`config.mk`:
```
export PLATFORM = sky130hd
export DESIGN_NAME = auto_ack_retransmit_link
export DESIGN_NICKNAME = d
export VERILOG_FILES = /design/src/link_pkg.sv /design/src/auto_ack_retransmit_link.sv /design/src/dup_filter.sv /design/src/retry_timer.sv
export SDC_FILE = /design/constraint.sdc
export NUM_CORES = 1
export LEC_CHECK = 0
export BUFFER_PORTS_ARGS = -buffer_cell sky130_fd_sc_hd__buf_2
export CAP_MARGIN = 20
export CORE_AREA = 5 5 92 137
export CTS_CLUSTER_DIAMETER = 200
export CTS_CLUSTER_SIZE = 40
export DETAILED_ROUTE_END_ITERATION = 16
export DIE_AREA = 0 0 97 142
export MAX_ROUTING_LAYER = met4
export PLACE_DENSITY = 0.91
export SYNTH_ARGS = -nofsm -noshare
export SYNTH_HDL_FRONTEND = slang
export SYNTH_SLANG_ARGS = --single-unit
```
`constraint.sdc`:
```
create_clock -name mclk -period 16.2 [get_ports mclk]
set_clock_uncertainty 0.2 [all_clocks]
set_input_delay 2.43 -clock mclk [delete_from_list [all_inputs] [get_ports mclk]]
set_output_delay 2.43 -clock mclk [all_outputs]
set_load 0.03 [all_outputs]
```
`src/link_pkg.sv`:
```
// Shared constants, register map and state encoding of the auto-ack link
`default_nettype none
package link_pkg;
   // Special-function register addresses
   localparam logic [7:0] ADDR_SPI_CFG0 = 8'hE4;
   localparam logic [7:0] ADDR_RADIO_CTRL = 8'hD0;
   localparam logic [7:0] ADDR_AA_MASK = 8'hD1;
   localparam logic [7:0] ADDR_RETRY_CFG = 8'hD2;
   localparam logic [7:0] ADDR_STATUS = 8'hD3;
   localparam logic [7:0] ADDR_TX_DATA = 8'hD4;
   localparam logic [7:0] ADDR_RX_DATA = 8'hD5;
   localparam logic [7:0] ADDR_COMMAND = 8'hD6;
   // Field positions
   localparam int RCTL_CE_BIT = 0;
   localparam int RCTL_PRX_BIT = 1;
   localparam int RCTL_CRC_BIT = 2;
   localparam int STAT_RXR_BIT = 0;
   localparam int STAT_TXS_BIT = 1;
   localparam int STAT_MRT_BIT = 2;
   localparam int STAT_TXQ_BIT = 3;
   localparam int CMD_PURGE_BIT = 0;
   localparam int RETRY_LIM_LSB = 0;
   localparam int RETRY_SLOT_LSB = 4;
   // Reset values
   localparam logic [6:0] SPI_CFG0_RST = 7'h01;
   localparam logic [2:0] RADIO_CTRL_RST = 3'h4;
   localparam logic [5:0] AA_MASK_RST = 6'h3F;
   localparam logic [7:0] RETRY_CFG_RST = 8'h03;
   // Timing: one ack wait slot unit, least time, rounded up
   localparam int CLK_PERIOD_NS = 100;
   localparam int WAIT_UNIT_NS = 250000;
   localparam int WAIT_UNIT_CYC = (WAIT_UNIT_NS + CLK_PERIOD_NS - 1) / CLK_PERIOD_NS;
   typedef enum logic [2:0] {
      S_IDLE = 3'b000,
      S_TX = 3'b001,
      S_WAIT = 3'b010,
      S_LISTEN = 3'b011,
      S_ACK = 3'b100
   } state_type;
endpackage
`default_nettype wire

```
`src/auto_ack_retransmit_link.sv`:
```
// Packet link layer: auto acknowledgement, retransmission and legacy format
`default_nettype none
module auto_ack_retransmit_link #(
   parameter int UNIT_CYC = link_pkg::WAIT_UNIT_CYC
) (
   // Clock, reset, enable
   input wire logic mclk,
   input wire logic rstn,
   input wire logic ce,
   // Special-function register port
   input wire logic [7:0] sfr_addr,
   input wire logic sfr_wr,
   input wire logic sfr_rd,
   input wire logic [7:0] sfr_wdata,
   output logic [7:0] sfr_rdata,
   // Outgoing frame to the radio
   output logic air_tx_valid,
   output logic air_tx_is_ack,
   output logic [1:0] air_tx_pid,
   output logic [7:0] air_tx_data,
   output logic air_tx_has_pay,
   output logic air_tx_has_pcf,
   output logic air_tx_has_crc,
   input wire logic air_tx_done,
   // Incoming frame from the radio
   output logic radio_rx_on,
   input wire logic air_rx_valid,
   input wire logic air_rx_is_ack,
   input wire logic air_rx_has_pay,
   input wire logic air_rx_crc_ok,
   input wire logic [1:0] air_rx_pid,
   input wire logic [15:0] air_rx_crc,
   input wire logic [7:0] air_rx_data,
   // Master interface configuration
   output logic [6:0] spi_cfg0
);
   typedef struct packed {
      link_pkg::state_type st;
      logic rfce_d;
      logic blocked;
      logic txq_full;
      logic [7:0] txq_data;
      logic [1:0] packet_ident;
      logic [3:0] rcnt;
      logic rx_ready;
      logic tx_sent;
      logic retry_limit_flag;
      logic ackpay_out;
      logic [7:0] rx_data;
      logic tx_go;
      logic tx_ack;
      logic [1:0] tx_pid;
      logic [7:0] tx_data;
      logic tx_pay;
      logic tx_pcf;
      logic tx_crc;
      logic [6:0] spi_cfg0;
      logic [2:0] rctl;
      logic [5:0] aa_mask;
      logic [7:0] retry_cfg;
      logic [7:0] rdata;
   } link_state_type;

   link_state_type q, n;
   logic legacy, auto_ack, primary_receiver, rfce, rfce_rise;
   logic data_rx, ack_rx, is_dup, timeout, pop_ackpay;
   logic [3:0] limit;

   function automatic logic hit(input logic [7:0] a, input logic [7:0] reg_addr);
      hit = (a == reg_addr);
   endfunction

   assign limit = q.retry_cfg[link_pkg::RETRY_LIM_LSB +: 4];
   assign legacy = (q.aa_mask == 6'h00) && (limit == 4'h0);
   assign auto_ack = q.aa_mask[0] && !legacy;
   assign primary_receiver = q.rctl[link_pkg::RCTL_PRX_BIT];
   assign rfce = q.rctl[link_pkg::RCTL_CE_BIT];
   assign rfce_rise = rfce && !q.rfce_d;
   assign data_rx = air_rx_valid && air_rx_crc_ok && !air_rx_is_ack;
   assign ack_rx = air_rx_valid && air_rx_crc_ok && air_rx_is_ack;
   assign pop_ackpay = (q.st == link_pkg::S_LISTEN) && data_rx && !is_dup && q.ackpay_out;

   retry_timer #(
      .UNIT_CYC(UNIT_CYC),
      .SLOT_W(4),
      .CNT_W(16)
   ) u_timer (
      .mclk(mclk),
      .rstn(rstn),
      .ce(ce),
      .run(q.st == link_pkg::S_WAIT),
      .slot(q.retry_cfg[link_pkg::RETRY_SLOT_LSB +: 4]),
      .timeout(timeout)
   );

   dup_filter #(
      .PID_W(2),
      .CHK_W(16)
   ) u_dup (
      .mclk(mclk),
      .rstn(rstn),
      .ce(ce),
      .check((q.st == link_pkg::S_LISTEN) && data_rx),
      .flush(!primary_receiver),
      .packet_ident(air_rx_pid),
      .chk(air_rx_crc),
      .is_dup(is_dup)
   );

   always_comb begin
      n = q;
      n.tx_go = 1'b0;
      n.rfce_d = rfce;
      if (rfce_rise) begin
         n.blocked = 1'b0;
      end
      // Register writes; flag clears come before hardware sets so a set wins
      if (sfr_wr) begin
         if (hit(sfr_addr, link_pkg::ADDR_SPI_CFG0)) begin
            n.spi_cfg0 = sfr_wdata[6:0];
         end
         if (hit(sfr_addr, link_pkg::ADDR_RADIO_CTRL)) begin
            n.rctl = sfr_wdata[2:0];
         end
         if (hit(sfr_addr, link_pkg::ADDR_AA_MASK)) begin
            n.aa_mask = sfr_wdata[5:0];
         end
         if (hit(sfr_addr, link_pkg::ADDR_RETRY_CFG)) begin
            n.retry_cfg = sfr_wdata;
         end
         if (hit(sfr_addr, link_pkg::ADDR_STATUS)) begin
            n.rx_ready = q.rx_ready && !sfr_wdata[link_pkg::STAT_RXR_BIT];
            n.tx_sent = q.tx_sent && !sfr_wdata[link_pkg::STAT_TXS_BIT];
            n.retry_limit_flag = q.retry_limit_flag && !sfr_wdata[link_pkg::STAT_MRT_BIT];
         end
         // A full queue refuses a new byte
         if (hit(sfr_addr, link_pkg::ADDR_TX_DATA) && !q.txq_full) begin
            n.txq_full = 1'b1;
            n.txq_data = sfr_wdata;
         end
         if (hit(sfr_addr, link_pkg::ADDR_COMMAND) && sfr_wdata[link_pkg::CMD_PURGE_BIT]) begin
            n.txq_full = 1'b0;
            n.ackpay_out = 1'b0;
         end
      end
      case (q.st)
         link_pkg::S_IDLE: begin
            if (primary_receiver && rfce) begin
               n.st = link_pkg::S_LISTEN;
            end else if (!primary_receiver && rfce && q.txq_full && !n.blocked) begin
               n.rcnt = 4'h0;
               n.st = link_pkg::S_TX;
               n.tx_go = 1'b1;
               n.tx_ack = 1'b0;
            end
         end
         link_pkg::S_TX: begin
            if (air_tx_done) begin
               if (auto_ack) begin
                  n.st = link_pkg::S_WAIT;
               end else begin
                  n.tx_sent = 1'b1;
                  n.txq_full = 1'b0;
                  n.packet_ident = q.packet_ident + 2'd1;
                  n.st = link_pkg::S_IDLE;
               end
            end
         end
         link_pkg::S_WAIT: begin
            if (ack_rx) begin
               n.tx_sent = 1'b1;
               if (air_rx_has_pay) begin
                  n.rx_ready = 1'b1;
                  n.rx_data = air_rx_data;
               end
               n.txq_full = 1'b0;
               n.packet_ident = q.packet_ident + 2'd1;
               n.st = link_pkg::S_IDLE;
            end else if (timeout) begin
               if (q.rcnt == limit) begin
                  n.retry_limit_flag = 1'b1;
                  n.blocked = 1'b1;
                  n.st = link_pkg::S_IDLE;
               end else begin
                  n.rcnt = q.rcnt + 4'h1;
                  n.st = link_pkg::S_TX;
                  n.tx_go = 1'b1;
                  n.tx_ack = 1'b0;
               end
            end
         end
         link_pkg::S_LISTEN: begin
            if (!rfce || !primary_receiver) begin
               n.st = link_pkg::S_IDLE;
            end else if (data_rx) begin
               if (!is_dup) begin
                  n.rx_ready = 1'b1;
                  n.rx_data = air_rx_data;
               end
               if (pop_ackpay) begin
                  n.tx_sent = 1'b1;
                  n.txq_full = 1'b0;
                  n.ackpay_out = 1'b0;
               end
               // A copy still gets an acknowledgement, its first one may be lost
               if (auto_ack) begin
                  n.st = link_pkg::S_ACK;
                  n.tx_go = 1'b1;
                  n.tx_ack = 1'b1;
                  n.tx_pid = air_rx_pid;
                  n.tx_data = n.txq_data;
                  n.tx_pay = n.txq_full;
               end
            end
         end
         link_pkg::S_ACK: begin
            if (air_tx_done) begin
               n.ackpay_out = q.ackpay_out || q.tx_pay;
               n.st = link_pkg::S_LISTEN;
            end
         end
         default: begin
            n.st = link_pkg::S_IDLE;
         end
      endcase
      // Data frames carry the queued byte and current identifier unchanged
      if (n.tx_go && !n.tx_ack) begin
         n.tx_pid = q.packet_ident;
         n.tx_data = q.txq_data;
         n.tx_pay = 1'b1;
      end
      if (n.tx_go) begin
         n.tx_pcf = !legacy;
         n.tx_crc = !legacy || q.rctl[link_pkg::RCTL_CRC_BIT];
      end
      // Read data registered; unmapped addresses read zero
      if (sfr_rd) begin
         if (hit(sfr_addr, link_pkg::ADDR_SPI_CFG0)) begin
            n.rdata = {1'b0, q.spi_cfg0};
         end else if (hit(sfr_addr, link_pkg::ADDR_RADIO_CTRL)) begin
            n.rdata = {5'h00, q.rctl};
         end else if (hit(sfr_addr, link_pkg::ADDR_AA_MASK)) begin
            n.rdata = {2'h0, q.aa_mask};
         end else if (hit(sfr_addr, link_pkg::ADDR_RETRY_CFG)) begin
            n.rdata = q.retry_cfg;
         end else if (hit(sfr_addr, link_pkg::ADDR_STATUS)) begin
            n.rdata = {q.rcnt, q.txq_full, q.retry_limit_flag, q.tx_sent, q.rx_ready};
         end else if (hit(sfr_addr, link_pkg::ADDR_RX_DATA)) begin
            n.rdata = q.rx_data;
         end else begin
            n.rdata = 8'h00;
         end
      end
      if (!rstn) begin
         n = '0;
         n.st = link_pkg::S_IDLE;
         n.spi_cfg0 = link_pkg::SPI_CFG0_RST;
         n.rctl = link_pkg::RADIO_CTRL_RST;
         n.aa_mask = link_pkg::AA_MASK_RST;
         n.retry_cfg = link_pkg::RETRY_CFG_RST;
      end
   end

   always_ff @(posedge mclk) begin
      if (ce || !rstn) begin
         q <= n;
      end
   end

   assign sfr_rdata = q.rdata;
   assign air_tx_valid = q.tx_go;
   assign air_tx_is_ack = q.tx_ack;
   assign air_tx_pid = q.tx_pid;
   assign air_tx_data = q.tx_data;
   assign air_tx_has_pay = q.tx_pay;
   assign air_tx_has_pcf = q.tx_pcf;
   assign air_tx_has_crc = q.tx_crc;
   assign radio_rx_on = (q.st == link_pkg::S_WAIT) || (q.st == link_pkg::S_LISTEN);
   assign spi_cfg0 = q.spi_cfg0;
endmodule
`default_nettype wire

```
`src/dup_filter.sv`:
```
// Remembers the last accepted packet identity to drop retransmitted copies
`default_nettype none
module dup_filter #(
   parameter int PID_W = 2,
   parameter int CHK_W = 16
) (
   // Clock and reset
   input wire logic mclk,
   input wire logic rstn,
   input wire logic ce,
   // Packet identity
   input wire logic check,
   input wire logic flush,
   input wire logic [PID_W-1:0] packet_ident,
   input wire logic [CHK_W-1:0] chk,
   output logic is_dup
);
   typedef struct packed {
      logic valid;
      logic [PID_W-1:0] packet_ident;
      logic [CHK_W-1:0] chk;
   } dup_state_type;
   dup_state_type q, n;

   if (PID_W < 1 || CHK_W < 1) begin : g_chk
      $error("dup_filter: widths must be positive");
   end

   // Same identifier and same checksum means a copy
   assign is_dup = q.valid && (q.packet_ident == packet_ident) && (q.chk == chk);

   always_comb begin
      n = q;
      if (flush) begin
         n.valid = 1'b0;
      end else if (check && !is_dup) begin
         n.valid = 1'b1;
         n.packet_ident = packet_ident;
         n.chk = chk;
      end
      if (!rstn) begin
         n = '0;
      end
   end

   always_ff @(posedge mclk) begin
      if (ce || !rstn) begin
         q <= n;
      end
   end
endmodule
`default_nettype wire

```
`src/retry_timer.sv`:
```
// Acknowledgement wait slot timer, restarted whenever run drops
`default_nettype none
module retry_timer #(
   parameter int UNIT_CYC = link_pkg::WAIT_UNIT_CYC,
   parameter int SLOT_W = 4,
   parameter int CNT_W = 16
) (
   // Clock and reset
   input wire logic mclk,
   input wire logic rstn,
   input wire logic ce,
   // Control
   input wire logic run,
   input wire logic [SLOT_W-1:0] slot,
   output logic timeout
);
   typedef struct packed {
      logic [CNT_W-1:0] cnt;
   } timer_state_type;
   timer_state_type q, n;
   logic [CNT_W-1:0] lim;

   if (((2 ** SLOT_W) * UNIT_CYC) >= (2 ** CNT_W) || UNIT_CYC < 1) begin : g_chk
      $error("retry_timer: counter too narrow for the wait slot");
   end

   // Slot code k waits k+1 units
   assign lim = CNT_W'((int'(slot) + 1) * UNIT_CYC - 1);
   assign timeout = run && (q.cnt == lim);

   always_comb begin
      n = q;
      if (!run || timeout) begin
         n.cnt = '0;
      end else begin
         n.cnt = q.cnt + CNT_W'(1);
      end
      if (!rstn) begin
         n.cnt = '0;
      end
   end

   always_ff @(posedge mclk) begin
      if (ce || !rstn) begin
         q <= n;
      end
   end
endmodule
`default_nettype wire
```
==> metrics.cfg <==
[floorplan]
die_w_microns = 97
floorplan.initialDensity_pct = 61.9
fp.dieH_microns = 142
core-area_sq_um = 11400
io_pins = 83
rows = 48
die_area_sq_um = 13800

[sta]
holdWs_ns = 0.378
finalHoldViolCount = 0
slew_viol_final = 0
fmax_ghz = 0.159
min_period_ns = 6.28
max_slew_margin_pct = 24.8
fin_crit_sh_pct = 38.7
fin_tns_setup_ns = 0
setup_viol = 0
rsz0062_at_grt = false
worst_pin_slew_ns = 1.12

[critical_path]
end_kind = flip-flop
crit_fanout = 11
arrival_ns = 6.15
start_kind = flip-flop
required_ns = 16.07
criticalPathCategory = reg2reg

[finish]
nNetsFinal = 787
antenna_cells = 0
drive_above_1_share_pct = 18.4
nFillCells = 773
seq_area_sq_um = 3420
final_core_util_pct = 70.1
multi_input_area_sq_um = 3230
stdcell_count = 869
area_growth_pct = 13.1

[route]
firstDrtPassIters = 6
vias = 5425
wirelength_mm = 17.3
drc_errors = 0
viasPerCell = 6.24
antenna_left = 0
wl_per_cell_microns = 19.9
drt_iter0_markers = 656

[grt]
antenna_found_initial = 0
grt_pass1_wl_mm = 27.1
first_global_vias = 5448
grt_max_degree = 53
grt_util_all_layers_pct = 26.0
grt.overflow.total = 0

[cts]
hold_buffers = 0
cts_resized = 0
cts_root_buf = clkbuf_16
cts_max_level = 4
cts_tree = built
path_clk_slew_ns = 0.05
cts_setup_buffers = 0
worstSkewPairLatency_ns = 0.42
cts_buffers = 17
cts_num_sinks = 114
clockBufferDepth = 2

[yosys]
synth_top_area_cell = edfxtp_1
ys_seq_elements = 114
netlist_top_cells_area = edfxtp_1 (49%), ha_1 (4.8%), xnor2_1 (4.2%)
syn-cell-area_sq_um = 7030
synth_cells = 652
syn_nets = 733
synth-seq-area-share_pct = 48.7
synth_edf_count = 114
synth_common_cells = edfxtp_1 (114), nor2_1 (58), nand2_1 (40)
yosysMostFrequentCell = edfxtp_1
ys_warn_count = 0
synth_top_area_share_pct = 48.7
avgSynthCellArea_sq_um = 10.8
synth_cell_types = 71
synth_ff_type = edfxtp_1
ys_async_sr_fraction_pct = 0

[power_and_ir_drop]
p_leak_nw = 3.14
switching_share_pct = 28.8
ir_drop_mv = 0.101
power_mw = 0.949
intPower_mw = 0.675
p_switching_mw = 0.274
p_per_area_nw_per_um2 = 119
power_frac_seq_pct = 39.3
p_comb_share_pct = 21.6
clkPwrFrac_pct = 39.1

[outcome]
status = complete, no violations

[flow_run]
drv_cap = 0

[min_path]
worstHoldPathType = reg2reg

[place]
port_buffers = 82
dp_hpwl_mm = 12.7
place_inst = 836
place_congestion = 0.888

layer usage:
layer	vias up	track usage (%)	wire [microns]
li1	2458	-	-
met1	2551	26.3	5780
met2	347	47.4	9470
met3	69	5.84	1290
met4	0	12.3	726
met5	-	-	0
worst max-delay path, stage by stage (launching register included):
cell and delay, ns:
edfxtp_1 0.58, ha_1 0.31, xor2_1 0.36, inv_1 0.08, ha_1 0.31, ha_1 0.29
ha_1 0.35, fa_1 0.51, and3_1 0.24, o21a_1 0.22, or2_1 0.31, xnor2_2 0.16
xnor2_1 0.13, or4_1 0.58, or4_1 0.65, o21ai_1 0.22, a21o_1 0.42
through the flow:
step / setup slack, ns / instance area, sq um
floorplan: 10.68 / 7030
global placement: 10.19 / 7330
detailed placement: 10.02 / 7350
CTS: 9.96 / 7940
global route: 9.62 / 7950
finish: 9.92 / 7950
registers in the layout, summed over array words and instances (netlist names), 2 cells and up:
| register | cells |
|---|---|
| limit | 4 |
| air_tx_data | 8 |
| spi_cfg0 | 7 |
| q | 44 |
| u_timer.q | 16 |
| air_tx_pid | 2 |
| sfr_rdata | 8 |
| u_dup.q | 19 |
layout make-up:
type                       count  area share, %
clock inverter                14           2.06
multi-input combinational    468           40.6
tap                          150           2.36
clock buffer                  18           5.40
sequential                   114           43.0
timing repair buffer          88           5.79
inverter                      17          0.802
cell usage in the layout (no fill, tap or decap), types with 3 or more instances in the layout:
master,netlist,routed
a21oi_1,29,29
a31oi_1,4,4
or2_2,4,4
nand4_1,9,9
a21boi_0,3,3
buf_4,27,4
nand2b_1,11,11
o211ai_1,4,4
mux2i_1,16,16
or4_1,5,5
clkinv_1,1,3
nand2_1,40,40
nor4_1,8,8
nand3b_1,4,4
a32oi_1,3,3
and3_1,11,11
edfxtp_1,114,114
clkbuf_16,0,17
buf_2,3,83
ha_1,27,27
o31ai_1,3,3
a21o_1,6,6
and2_1,37,37
bufinv_16,0,3
xnor2_1,34,34
o2111ai_1,3,3
nor3_1,13,13
xor2_1,30,30
inv_1,16,16
nand3_1,20,20
o21ai_1,2,3
o21ai_0,19,18
and4_1,3,3
or3_1,4,4
a22o_1,8,8
nor2b_1,9,9
nor2_1,58,58
clkinvlp_4,0,4
and4b_1,3,3
power by group through the flow:
stage	clock, mW	sequential, mW	combinational [mW]
after floorplan	0	0.368	0.163
after global placement	0	0.376	0.196
after detailed placement	0	0.377	0.202
after CTS	0.374	0.372	0.204
after global routing	0.388	0.375	0.224
final	0.371	0.373	0.205
kinds of logic (layout without fill, tap and decap cells):
kind of cell               count (synthesis)  after routing  share of synthesized area (%)
AOI/OAI and AO/OA                        105            105                           10.2
buffers and inverters                     70            137                           5.44
and+or+nand+nor                          250            250                           19.1
DFF                                      114            114                           48.7
adders and majority gates                 29             29                           5.37
muxes                                     17             17                           2.44
xor gates and xnor gates                  67             67                           8.67
final timing paths:
path                             from             end  slack (ns)  cells after the start
worst max-delay path            q[12]  air_tx_data[4]        9.92                     16
worst min-delay path            q[24]  air_tx_has_crc        0.38                      1
worst max register to register  q[12]  air_tx_data[4]        9.92                     16
worst min register to register  q[24]  air_tx_has_crc        0.38                      1
No activity file was read; power rests on OpenSTA's default activity.
